`src/shared/ts_clock_defs.vh`:
```
// Constants for the timestamp clock discipline block
`ifndef TS_CLOCK_DEFS_VH
`define TS_CLOCK_DEFS_VH

// ----------------------------------------
// Register word offsets (byte addresses)
// ----------------------------------------
`define REG_CTRL 8'h00
`define REG_INSEL 8'h04
`define REG_OUTSEL 8'h08
`define REG_HOST_SEC 8'h0c
`define REG_HOST_FRAC 8'h10
`define REG_THRESH 8'h14
`define REG_STATUS 8'h18
`define REG_INT_STATUS 8'h1c
`define REG_INT_MASK 8'h20
`define REG_TIME_SEC 8'h24
`define REG_TIME_FRAC 8'h28
`define REG_PHASE_ERR 8'h2c
`define REG_PULSE_TOTAL 8'h30
`define REG_PULSE_BAD 8'h34
`define REG_PULSE_MISSED 8'h38
`define REG_RATE 8'h3c

// ----------------------------------------
// Control register bits (write-one actions)
// ----------------------------------------
`define CTRL_SET_BIT 0
`define CTRL_RESET_BIT 1
`define CTRL_CLEAR_STATS_BIT 2

// ----------------------------------------
// Input selector codes
// ----------------------------------------
`define IN_NONE 3'h0
`define IN_EXT 3'h1
`define IN_HOST 3'h2
`define IN_OVER 3'h3
`define IN_AUX 3'h4

// ----------------------------------------
// Output selector codes
// ----------------------------------------
`define OUT_NONE 3'h0
`define OUT_REPEAT 3'h1
`define OUT_LOOP 3'h2
`define OUT_HOST 3'h3
`define OUT_MASTER 3'h4

// ----------------------------------------
// Interrupt status bits
// ----------------------------------------
`define INT_PULSE 0
`define INT_BAD 1
`define INT_MISSED 2
`define INT_LOCK_CHG 3
`define INT_WIDTH 4

// ----------------------------------------
// Timing
// ----------------------------------------
`define CLK_HZ 25000000
`define CLK_NS 40
`define THRESH_NS_DEFAULT 32'd596
// Fraction step per cycle: 2^32 / 25e6
`define FRAC_STEP_DEFAULT 32'd172
`define PULSE_WIDTH_NS 1000
`define PULSE_WIDTH_CYC ((`PULSE_WIDTH_NS + `CLK_NS - 1) / `CLK_NS)
// Pulse window: 1 s +/- 10 percent
`define WIN_LO_CYC (`CLK_HZ - `CLK_HZ / 10)
`define WIN_HI_CYC (`CLK_HZ + `CLK_HZ / 10)

`endif

```
`src/design/pulse_edge_detect.v`:
```
// Rising edge detector for the reference pulse inputs
`timescale 1ns/1ps
module pulse_edge_detect (
  input wire ref_clk, // Clock
  input wire srst, // Synchronous reset
  input wire pulse_in, // Level input
  output reg rise_q // One-cycle rising edge pulse
);
  reg prev_q;

  always @(posedge ref_clk) begin
    if (srst) begin
      prev_q <= 1'b0;
      rise_q <= 1'b0;
    end else begin
      prev_q <= pulse_in;
      rise_q <= pulse_in & ~prev_q;
    end
  end
endmodule // pulse_edge_detect

```
`src/design/ts_clock_sync.v`:
```
// Timestamp clock with pulse-per-second discipline and selectors
// Summary of operation
// - Clock loads host time at init, then free-runs from crystal.
// - Connector accepts a once-per-second pulse at differential levels.
// - Defaults select external pulse input and drive no output.
// - Input choices: none, external pulse, host-derived internal; host, aux unused.
// - Output choices: none, repeat, loop, master pulse; host unused.
// - Full reset reloads host time and restores default selectors.
// - Set loads host time, selectors untouched.
// - Synchronised only within configurable threshold, default 596 ns.
// - No active input means not synchronised and free-running.
// - Linked cards: one emits master pulse, other locks by default.
// - Card may follow host clock and emit master pulse together.
// - Valid pulse at connector starts synchronising automatically when input select is external pulse.
// - Pulse on circuit A, serial time packets on circuit B.
//
// The Wishbone interface to the registers and the register addresses were chosen for this implementation.
`timescale 1ns/1ps
`include "ts_clock_defs.vh"
module ts_clock_sync #(
  parameter THRESH_DEFAULT = `THRESH_NS_DEFAULT, // Health threshold ns
  parameter [31:0] WIN_LO = `WIN_LO_CYC, // Least pulse spacing
  parameter [31:0] WIN_HI = `WIN_HI_CYC, // Most pulse spacing
  parameter [31:0] SEC_CYC = `CLK_HZ // Cycles in one master second
) (
  input wire ref_clk, // 25 MHz clock
  input wire srst, // Synchronous reset
  input wire wb_cyc_i, // Wishbone cycle
  input wire wb_stb_i, // Wishbone strobe
  input wire wb_we_i, // Wishbone write enable
  input wire [7:0] wb_adr_i, // Wishbone byte address
  input wire [3:0] wb_sel_i, // Wishbone byte selects
  input wire [31:0] wb_dat_i, // Wishbone write data
  output reg [31:0] wb_dat_o, // Wishbone read data
  output reg wb_ack_o, // Wishbone acknowledge
  input wire ext_pulse_a_i, // Circuit A received pulse
  input wire ser_b_i, // Circuit B serial time data
  input wire host_tick_i, // Host-derived second tick
  output reg pulse_out_a_q, // Circuit A pulse output
  output reg ser_out_b_q, // Circuit B serial output
  output reg [63:0] timestamp_q, // Seconds and binary fraction
  output reg synced_q, // Clock within threshold
  output reg irq_q // Interrupt, level
);
  // ----------------------------------------
  // Declarations
  // ----------------------------------------
  reg [2:0] insel_q;
  reg [2:0] outsel_q;
  reg [31:0] host_sec_q;
  reg [31:0] host_frac_q;
  reg [31:0] thresh_q;
  reg [31:0] step_q;
  reg [31:0] phase_q;
  reg [31:0] total_q;
  reg [31:0] bad_q;
  reg [31:0] missed_q;
  reg [31:0] gap_q;
  reg [31:0] master_cnt_q;
  reg [7:0] width_q;
  reg [`INT_WIDTH-1:0] int_status_q;
  reg [`INT_WIDTH-1:0] int_mask_q;
  reg active_q;
  reg seen_q;
  reg master_q;
  wire ext_rise;
  wire host_rise;
  wire sel_rise;
  wire req;
  wire wr;
  wire set_req;
  wire full_reset;
  wire clr_stats;
  wire in_time;
  wire late;
  wire accept;
  wire [31:0] frac_next;
  wire [31:0] err_abs;
  wire [31:0] err_ns;
  wire [`INT_WIDTH-1:0] int_set;
  reg lock_ok;
  localparam integer PULSE_CYC = `PULSE_WIDTH_CYC;
  localparam [7:0] PULSE_LEN = PULSE_CYC[7:0];

  // Merge lanes by byte select
  function [31:0] wmerge;
    input [31:0] old;
    input [31:0] nw;
    input [3:0] sel;
    integer i;
    begin
      for (i = 0; i < 4; i = i + 1)
        wmerge[i*8 +: 8] = sel[i] ? nw[i*8 +: 8] : old[i*8 +: 8];
    end
  endfunction

  // Input selection active for tracking
  function sel_active;
    input [2:0] s;
    begin
      sel_active = (s == `IN_EXT) || (s == `IN_OVER);
    end
  endfunction

  // ----------------------------------------
  // Pulse edge detection
  // ----------------------------------------
  // pulse input edge
  pulse_edge_detect u_ext_edge (
    .ref_clk(ref_clk),
    .srst(srst),
    .pulse_in(ext_pulse_a_i),
    .rise_q(ext_rise)
  );

  pulse_edge_detect u_host_edge (
    .ref_clk(ref_clk),
    .srst(srst),
    .pulse_in(host_tick_i),
    .rise_q(host_rise)
  );

  assign sel_rise = (insel_q == `IN_EXT) ? ext_rise :
                    (insel_q == `IN_OVER) ? host_rise : 1'b0;

  // ----------------------------------------
  // Bus decode
  // ----------------------------------------
  assign req = wb_cyc_i & wb_stb_i & ~wb_ack_o;
  assign wr = req & wb_we_i;
  assign set_req = wr && (wb_adr_i == `REG_CTRL) && wb_sel_i[0] && wb_dat_i[`CTRL_SET_BIT];
  assign full_reset = wr && (wb_adr_i == `REG_CTRL) && wb_sel_i[0] &&
                      wb_dat_i[`CTRL_RESET_BIT];
  assign clr_stats = wr && (wb_adr_i == `REG_CTRL) && wb_sel_i[0] &&
                     wb_dat_i[`CTRL_CLEAR_STATS_BIT];

  // ----------------------------------------
  // Pulse qualification
  // ----------------------------------------
  // Gap check only once a previous pulse is seen
  assign in_time = (gap_q >= WIN_LO) && (gap_q <= WIN_HI);
  assign late = seen_q && (gap_q == WIN_HI);
  assign accept = sel_rise && (!seen_q || in_time);
  assign frac_next = timestamp_q[31:0] + step_q;
  // Phase error: fraction distance to the nearest second edge
  assign err_abs = timestamp_q[31] ? (32'h0 - timestamp_q[31:0]) : timestamp_q[31:0];
  // Approx ns: frac * 1e9 / 2^32 ~ frac >> 2 (0.93 ns units)
  assign err_ns = {2'b00, err_abs[31:2]};

  always @* begin
    lock_ok = (err_ns <= thresh_q);
  end

  assign int_set = {(accept & ((lock_ok & seen_q) != synced_q)),
                    late,
                    (sel_rise & ~accept),
                    accept};

  // ----------------------------------------
  // Register writes and statistics
  // ----------------------------------------
  always @(posedge ref_clk) begin
    if (srst) begin
      insel_q <= `IN_EXT;
      outsel_q <= `OUT_NONE;
      host_sec_q <= 32'h0;
      host_frac_q <= 32'h0;
      thresh_q <= THRESH_DEFAULT;
      int_mask_q <= {`INT_WIDTH{1'b0}};
      int_status_q <= {`INT_WIDTH{1'b0}};
      total_q <= 32'h0;
      bad_q <= 32'h0;
      missed_q <= 32'h0;
    end else begin
      if (wr) begin
        case (wb_adr_i)
          `REG_INSEL: if (wb_sel_i[0]) insel_q <= wb_dat_i[2:0];
          `REG_OUTSEL: if (wb_sel_i[0]) outsel_q <= wb_dat_i[2:0];
          `REG_HOST_SEC: host_sec_q <= wmerge(host_sec_q, wb_dat_i, wb_sel_i);
          `REG_HOST_FRAC: host_frac_q <= wmerge(host_frac_q, wb_dat_i, wb_sel_i);
          `REG_THRESH: thresh_q <= wmerge(thresh_q, wb_dat_i, wb_sel_i);
          `REG_INT_MASK: if (wb_sel_i[0]) int_mask_q <= wb_dat_i[`INT_WIDTH-1:0];
          default: ;
        endcase
      end
      if (full_reset) begin
        insel_q <= `IN_EXT;
        outsel_q <= `OUT_NONE;
      end
      // Set wins over write-one clear
      if (wr && wb_adr_i == `REG_INT_STATUS && wb_sel_i[0])
        int_status_q <= (int_status_q & ~wb_dat_i[`INT_WIDTH-1:0]) | int_set;
      else
        int_status_q <= int_status_q | int_set;
      if (clr_stats) begin
        total_q <= 32'h0;
        bad_q <= 32'h0;
        missed_q <= 32'h0;
      end else begin
        if (sel_rise)
          total_q <= total_q + 32'h1;
        if (sel_rise & ~accept)
          bad_q <= bad_q + 32'h1;
        if (late)
          missed_q <= missed_q + 32'h1;
      end
    end
  end

  // ----------------------------------------
  // Timestamp clock and discipline
  // ----------------------------------------
  always @(posedge ref_clk) begin
    if (srst) begin
      timestamp_q <= 64'h0;
      step_q <= `FRAC_STEP_DEFAULT;
      phase_q <= 32'h0;
      gap_q <= 32'h0;
      seen_q <= 1'b0;
      active_q <= 1'b0;
      synced_q <= 1'b0;
    end else begin
      timestamp_q[31:0] <= frac_next;
      if (frac_next < timestamp_q[31:0])
        timestamp_q[63:32] <= timestamp_q[63:32] + 32'h1;
      if (gap_q != 32'hffffffff)
        gap_q <= gap_q + 32'h1;
      if (late)
        seen_q <= 1'b0;
      if (accept) begin
        gap_q <= 32'h0;
        seen_q <= 1'b1;
        active_q <= 1'b1;
        phase_q <= timestamp_q[31:0];
        if (timestamp_q[31] && err_abs > {22'h0, step_q[9:0]})
          step_q <= step_q + 32'h1;
        else if (!timestamp_q[31] && err_abs > {22'h0, step_q[9:0]})
          step_q <= step_q - 32'h1;
        // Snap to nearest second edge; whole seconds kept from the running count, plus one when the fraction is past half
        timestamp_q[31:0] <= 32'h0;
        if (timestamp_q[31])
          timestamp_q[63:32] <= timestamp_q[63:32] + 32'h1;
        else
          timestamp_q[63:32] <= timestamp_q[63:32];
        synced_q <= lock_ok && seen_q;
      end
      if (late)
        synced_q <= 1'b0;
      if (!sel_active(insel_q)) begin
        active_q <= 1'b0;
        synced_q <= 1'b0;
      end
      if (set_req || full_reset) begin
        timestamp_q <= {host_sec_q, host_frac_q};
        synced_q <= 1'b0;
        seen_q <= 1'b0;
      end
      if (full_reset)
        step_q <= `FRAC_STEP_DEFAULT;
    end
  end

  // ----------------------------------------
  // Master pulse generator and output selector
  // ----------------------------------------
  always @(posedge ref_clk) begin
    if (srst) begin
      master_cnt_q <= 32'h0;
      master_q <= 1'b0;
      width_q <= 8'h0;
      pulse_out_a_q <= 1'b0;
      ser_out_b_q <= 1'b0;
    end else begin
      master_q <= 1'b0;
      if (accept && insel_q == `IN_OVER) begin
        master_cnt_q <= 32'h0;
        // No retrigger inside a pulse, so the width stays fixed
        master_q <= (width_q == 8'h0) && !master_q;
      end else if (master_cnt_q >= SEC_CYC - 32'h1) begin
        master_cnt_q <= 32'h0;
        master_q <= 1'b1;
      end else begin
        master_cnt_q <= master_cnt_q + 32'h1;
      end
      // First high cycle comes from master_q itself
      if (master_q)
        width_q <= PULSE_LEN - 8'h1;
      else if (width_q != 8'h0)
        width_q <= width_q - 8'h1;
      case (outsel_q)
        `OUT_REPEAT: pulse_out_a_q <= ext_pulse_a_i;
        `OUT_LOOP: pulse_out_a_q <= (insel_q == `IN_EXT) ? ext_pulse_a_i :
                                    (insel_q == `IN_OVER) ? host_tick_i : 1'b0;
        `OUT_MASTER: pulse_out_a_q <= (master_q || width_q != 8'h0);
        default: pulse_out_a_q <= 1'b0;
      endcase
      ser_out_b_q <= (outsel_q == `OUT_REPEAT) ? ser_b_i : 1'b0;
    end
  end

  // ----------------------------------------
  // Bus answer and interrupt
  // ----------------------------------------
  always @(posedge ref_clk) begin
    if (srst) begin
      wb_ack_o <= 1'b0;
      wb_dat_o <= 32'h0;
      irq_q <= 1'b0;
    end else begin
      wb_ack_o <= req;
      irq_q <= |(int_status_q & int_mask_q);
      if (req && !wb_we_i) begin
        case (wb_adr_i)
          `REG_INSEL: wb_dat_o <= {29'h0, insel_q};
          `REG_OUTSEL: wb_dat_o <= {29'h0, outsel_q};
          `REG_HOST_SEC: wb_dat_o <= host_sec_q;
          `REG_HOST_FRAC: wb_dat_o <= host_frac_q;
          `REG_THRESH: wb_dat_o <= thresh_q;
          `REG_STATUS: wb_dat_o <= {30'h0, active_q, synced_q};
          `REG_INT_STATUS: wb_dat_o <= {28'h0, int_status_q};
          `REG_INT_MASK: wb_dat_o <= {28'h0, int_mask_q};
          `REG_TIME_SEC: wb_dat_o <= timestamp_q[63:32];
          `REG_TIME_FRAC: wb_dat_o <= timestamp_q[31:0];
          `REG_PHASE_ERR: wb_dat_o <= phase_q;
          `REG_PULSE_TOTAL: wb_dat_o <= total_q;
          `REG_PULSE_BAD: wb_dat_o <= bad_q;
          `REG_PULSE_MISSED: wb_dat_o <= missed_q;
          `REG_RATE: wb_dat_o <= step_q;
          default: wb_dat_o <= 32'h0;
        endcase
      end else begin
        wb_dat_o <= 32'h0;
      end
    end
  end
endmodule // ts_clock_sync

```
`config.mk`:
```
export PLATFORM = sky130hd
export DESIGN_NAME = ts_clock_sync
export DESIGN_NICKNAME = d
export VERILOG_FILES = /design/src/design/pulse_edge_detect.v /design/src/design/ts_clock_sync.v
export VERILOG_INCLUDE_DIRS = /design/src /design/src/shared
export SDC_FILE = /design/constraint.sdc
export NUM_CORES = 1
export LEC_CHECK = 0
export BUFFER_PORTS_ARGS = -buffer_cell sky130_fd_sc_hd__buf_2
export CELL_PAD_IN_SITES_DETAIL_PLACEMENT = 1
export CELL_PAD_IN_SITES_GLOBAL_PLACEMENT = 2
export CORE_MARGIN = 2
export CORE_UTILIZATION = 34
export DETAILED_ROUTE_END_ITERATION = 7
export PLACE_DENSITY = 0.79
export SYNTH_ARGS = -nofsm -noshare
export SYNTH_HDL_FRONTEND = slang
export SYNTH_SLANG_ARGS = --single-unit
```
`constraint.sdc`:
```
create_clock -name ref_clk -period 6.45 [get_ports ref_clk]
set_clock_uncertainty 0.1 [all_clocks]
set_input_delay 0.645 -clock ref_clk [delete_from_list [all_inputs] [get_ports ref_clk]]
set_output_delay 0.645 -clock ref_clk [all_outputs]
set_load 0.01 [all_outputs]
```
==> summary.md <==
- finished, final reports clean — run status
- 71 — synth unique cells
- 24800 sq um — post-synthesis instance area
- 8654 — Fill cells
- 4.55 mW — power spent charging and discharging nets
- 6.13 ns — fin crit period
- 0.818% — multiplexer share of the synthesized area
- 24100 — vias after detailed routing
- 8.06 sq um — average cell area after synthesis
- 403 nW/um^2 — cell area power density
- 3 — Max Root-Sink Buffers
- 5.74 — post-DR vias/cell
- 0 — number of violations of the max-capacitance limit
- 36.4% — proportion of synthesized chip area in sequential cells
- simple AND/OR/NAND/NOR gates — dominant combinational cell family by area after synthesis
- 0 — count of flip-flops with a built-in enable after synthesis
- 4 — number of antenna violations at the first check in global routing
- 39.3% — Switching Share
- 23.2 microns — routed wirelength normalized by instance count
- 85 — pin count of the biggest net entering global routing
- 0 — ANT nets after route
- 97.3 mm — Routed WL
- 0.07 ns — Reg clk slew, reported paths
- 3076 — synthesized netlist cell count
- 55 — number of clock buffers inserted by TritonCTS
- 0 — DRC violations left
- -0.0767 ns — placement-stage worst setup slack
- 5 — first drt pass iteration count
- 450 — number of sinks on the clock net
- clkbuf_16 — clock tree root buffer cell
- 152 — I/O Buffers
- 11 — Critical Path Fanout Max
- 16.0% — Synth-to-Final Area Change
- yes — TritonCTS clock tree
- 2 — number of levels in the clock H-tree
- 0 — number of setup violations in the final report
- 0 — final hold vios
- 1823 — number of violations reported at the end of detailed-routing iteration 0
- 0.156 ns — worst hold slack
- 0.325 ns — minimum setup slack in the final design
- 71900 sq um — placeable core region
- 274 microns — die height
- 95.0% — final cycle utilization of the critical path
- 7.04 mW — internal portion of total power
- 3406 — final net count
- 0 — Final Slew Violations
- 44.0% — part of the power in combinational logic
- 11.6% — share of layout cells above drive strength 1
- 0% — async set-or-reset flop fraction in the synthesized netlist
- flip-flop — Critical Path Sink Type
- 7.23% — adder-cell share of the synthesized area
- dfxtp_1 — top flip-flop cell by instance count after synthesis
- 75100 sq um — Total Die Area
- 23.7% — Relative slew margins
- flip-flop — Critical Path Start Type
- no — unrepaired setup endpoints after global routing
- 27.7% — clock share of power
- 22.1% — simple logic cell fraction of the synthesized area
- 0.62 ns — insertion delay of the later-clocked pin in the worst-skew pair
- 450 — flip-flop and latch count after synthesis
- 192 uV — IR Drop Worst-Case VDD
- 0 — Yosys warning total
- 6.88 ns — worst path required time
- 28.3% — proportion of power drawn by flip-flops and latches
- 153 — I/O pin cnt
- 98 — Row Count
- 163 MHz — max frequency
- 20.6% — share of the synthesized area in compound gates (AO/OA/AOI/OAI)
- 6.55 ns — arrival time at the worst endpoint
- 34.5% — Starting Density
- 0.915 — weighted congestion reported at the end of routability-driven placement
- 10.8 nW — Pleak
- 8.59% — xor/xnor cell area share of the yosys netlist
- 274 microns — Die Span X
- in2reg — min-delay worst type
- 25.6% — GRT Resource Usage Total
- 0 — total global routing overflow
- 1.14 ns — Least-Margin Pin Slew
- 149 mm — first-pass GRT wire length
- 40.0% — share of the core filled with cells in the final layout
- 73.4 mm — post-detailed-placement half-perimeter wirelength
- 24500 — via count of the first global-routing pass
- reg2reg — type of the setup path with the least slack
[cell families after synthesis]
family	Yosys count
adder cells (fa/ha/maj)	142
other	1
flip-flops	450
multiplexers	20
AO/OA/AOI/OAI	770
AND/OR/NAND/NOR	1183
XOR/XNOR	243
buffers and inverters	267
[cell usage in the layout (no fill, tap or decap), drive strengths merged, types with 102 or more instances in the layout]
master and n:
inv 111, ha 140, xnor2 128, nor2 298
nand2 391, xor2 115, dfxtp 450, o21ai 102
a21oi 266, nand3 165, buf 231
[per-layer routing]
| layer | part of all wire (%) | vias to the layer above | track usage (%) | wire (microns) |
|---|---|---|---|---|
| met5 | 0 | - | 0 | 0 |
| met4 | 2.8 | 0 | 7.41 | 2680 |
| met3 | 6.4 | 142 | 3.49 | 6250 |
| met2 | 44 | 717 | 40.0 | 42700 |
| met1 | 47 | 12000 | 36.4 | 45700 |
| li1 | - | 11300 | - | - |
[flip-flops by register name (all words and copies together), names as in the netlist, 3 cells and up]
register and flops:
missed_q 32, wb_dat_o 32, thresh_q 32, bad_q 32, timestamp_q 64, insel_q 3
host_sec_q 32, phase_q 32, total_q 32, int_status_q 4, int_mask_q 4, gap_q 32
outsel_q 3, step_q 32, width_q 8, host_frac_q 32, master_cnt_q 32
[worst max-delay path, stage by stage, from the launching register on]
cell and delay (ns):
dfxtp_1 0.37, or3_4 0.42, o31ai_2 0.24, xnor2_1 0.22, ha_1 0.31, a211oi_1 0.29
o21ai_0 0.14, nor2_1 0.11, a21oi_1 0.08, or4_1 0.51, nand4b_1 0.23, or2_4 0.33
nand2_8 0.13, ha_2 0.24, o211ai_1 0.14, o211ai_1 0.33, a31o_2 0.28, a221oi_2 0.09
o31a_1 0.29, o21ai_2 0.18, a31oi_2 0.13, o211a_1 0.24, or4_1 0.49, a21oi_1 0.14
[power by group through the flow]
stage	Clock (mW)	Combinational (mW)	Sequential, mW
after floorplan	0	3.40	3.20
after global placement	0	4.76	3.32
after detailed placement	0	4.95	3.32
after CTS	3.27	5.01	3.26
after global routing	3.38	5.64	3.29
final	3.21	5.10	3.28
[what timing repair did]
item                       4_1_cts  5_1_grt
resized for setup                5       19
hold buffers                     0        0
setup buffers                    0        1
setup endpoints to repair        9       31
pin swaps                        1        1
[Yosys cell counts, drive strengths merged, types with 20 or more instances]
library cell / instances / area share [%]
nand3: 165 / 3.3
and3: 42 / 1.1
nand2b: 22 / 0.56
buf: 23 / 0.50
nand2: 391 / 5.9
a22oi: 43 / 1.3
ha: 140 / 7.1
nor4: 20 / 0.50
dfxtp: 450 / 36
nor2: 298 / 4.5
nand4: 49 / 1.2
a21oi: 266 / 5.4
nor3: 69 / 1.4
a221oi: 66 / 2.3
or3: 41 / 1.1
a31oi: 41 / 1.0
a21o: 47 / 1.4
inv: 109 / 1.7
o21ai: 102 / 2.1
nor2b: 20 / 0.50
xor2: 115 / 4.1
a22o: 74 / 2.6
xnor2: 128 / 4.5
clkbuf: 135 / 2.0
[per-stage QoR]
stage | setup TNS [ns] | cells | area, sq um | total power, mW
3_5_place_dp | -0.150 | 4104 | 26800 | 8.28
2_1_floorplan | 0 | 3082 | 24800 | 6.60
5_1_grt | 0 | 4202 | 28700 | 12.3
6_report | 0 | 4204 | 28800 | 11.6
4_1_cts | 0 | 4201 | 28700 | 11.5
3_3_place_gp | 0 | 4104 | 26800 | 8.08
[final timing paths]
kind,start,to,slack [ns],depth (start not counted)
setup / recovery,timestamp_q[3],step_q[31],0.32,23
hold / removal,ser_b_i,ser_out_b_q,0.16,2
setup reg to reg,timestamp_q[3],step_q[31],0.32,23
hold reg to reg,u_host_edge.prev_q,u_host_edge.rise_q,0.28,1
[cell type report]
| class | count | area, sq um | share of cell area [%] |
|---|---|---|---|
| clock inverters | 21 | 277 | 0.962 |
| diodes | 2 | 5.00 | 0.0174 |
| multi-input cells | 2365 | 14900 | 51.9 |
| inverters | 109 | 409 | 1.42 |
| flip-flops and latches | 450 | 9010 | 31.3 |
| repair buffers | 231 | 1380 | 4.80 |
| clock buffers | 76 | 1570 | 5.44 |
| well taps | 950 | 1190 | 4.13 |
Power figures use the tool's default switching activity.
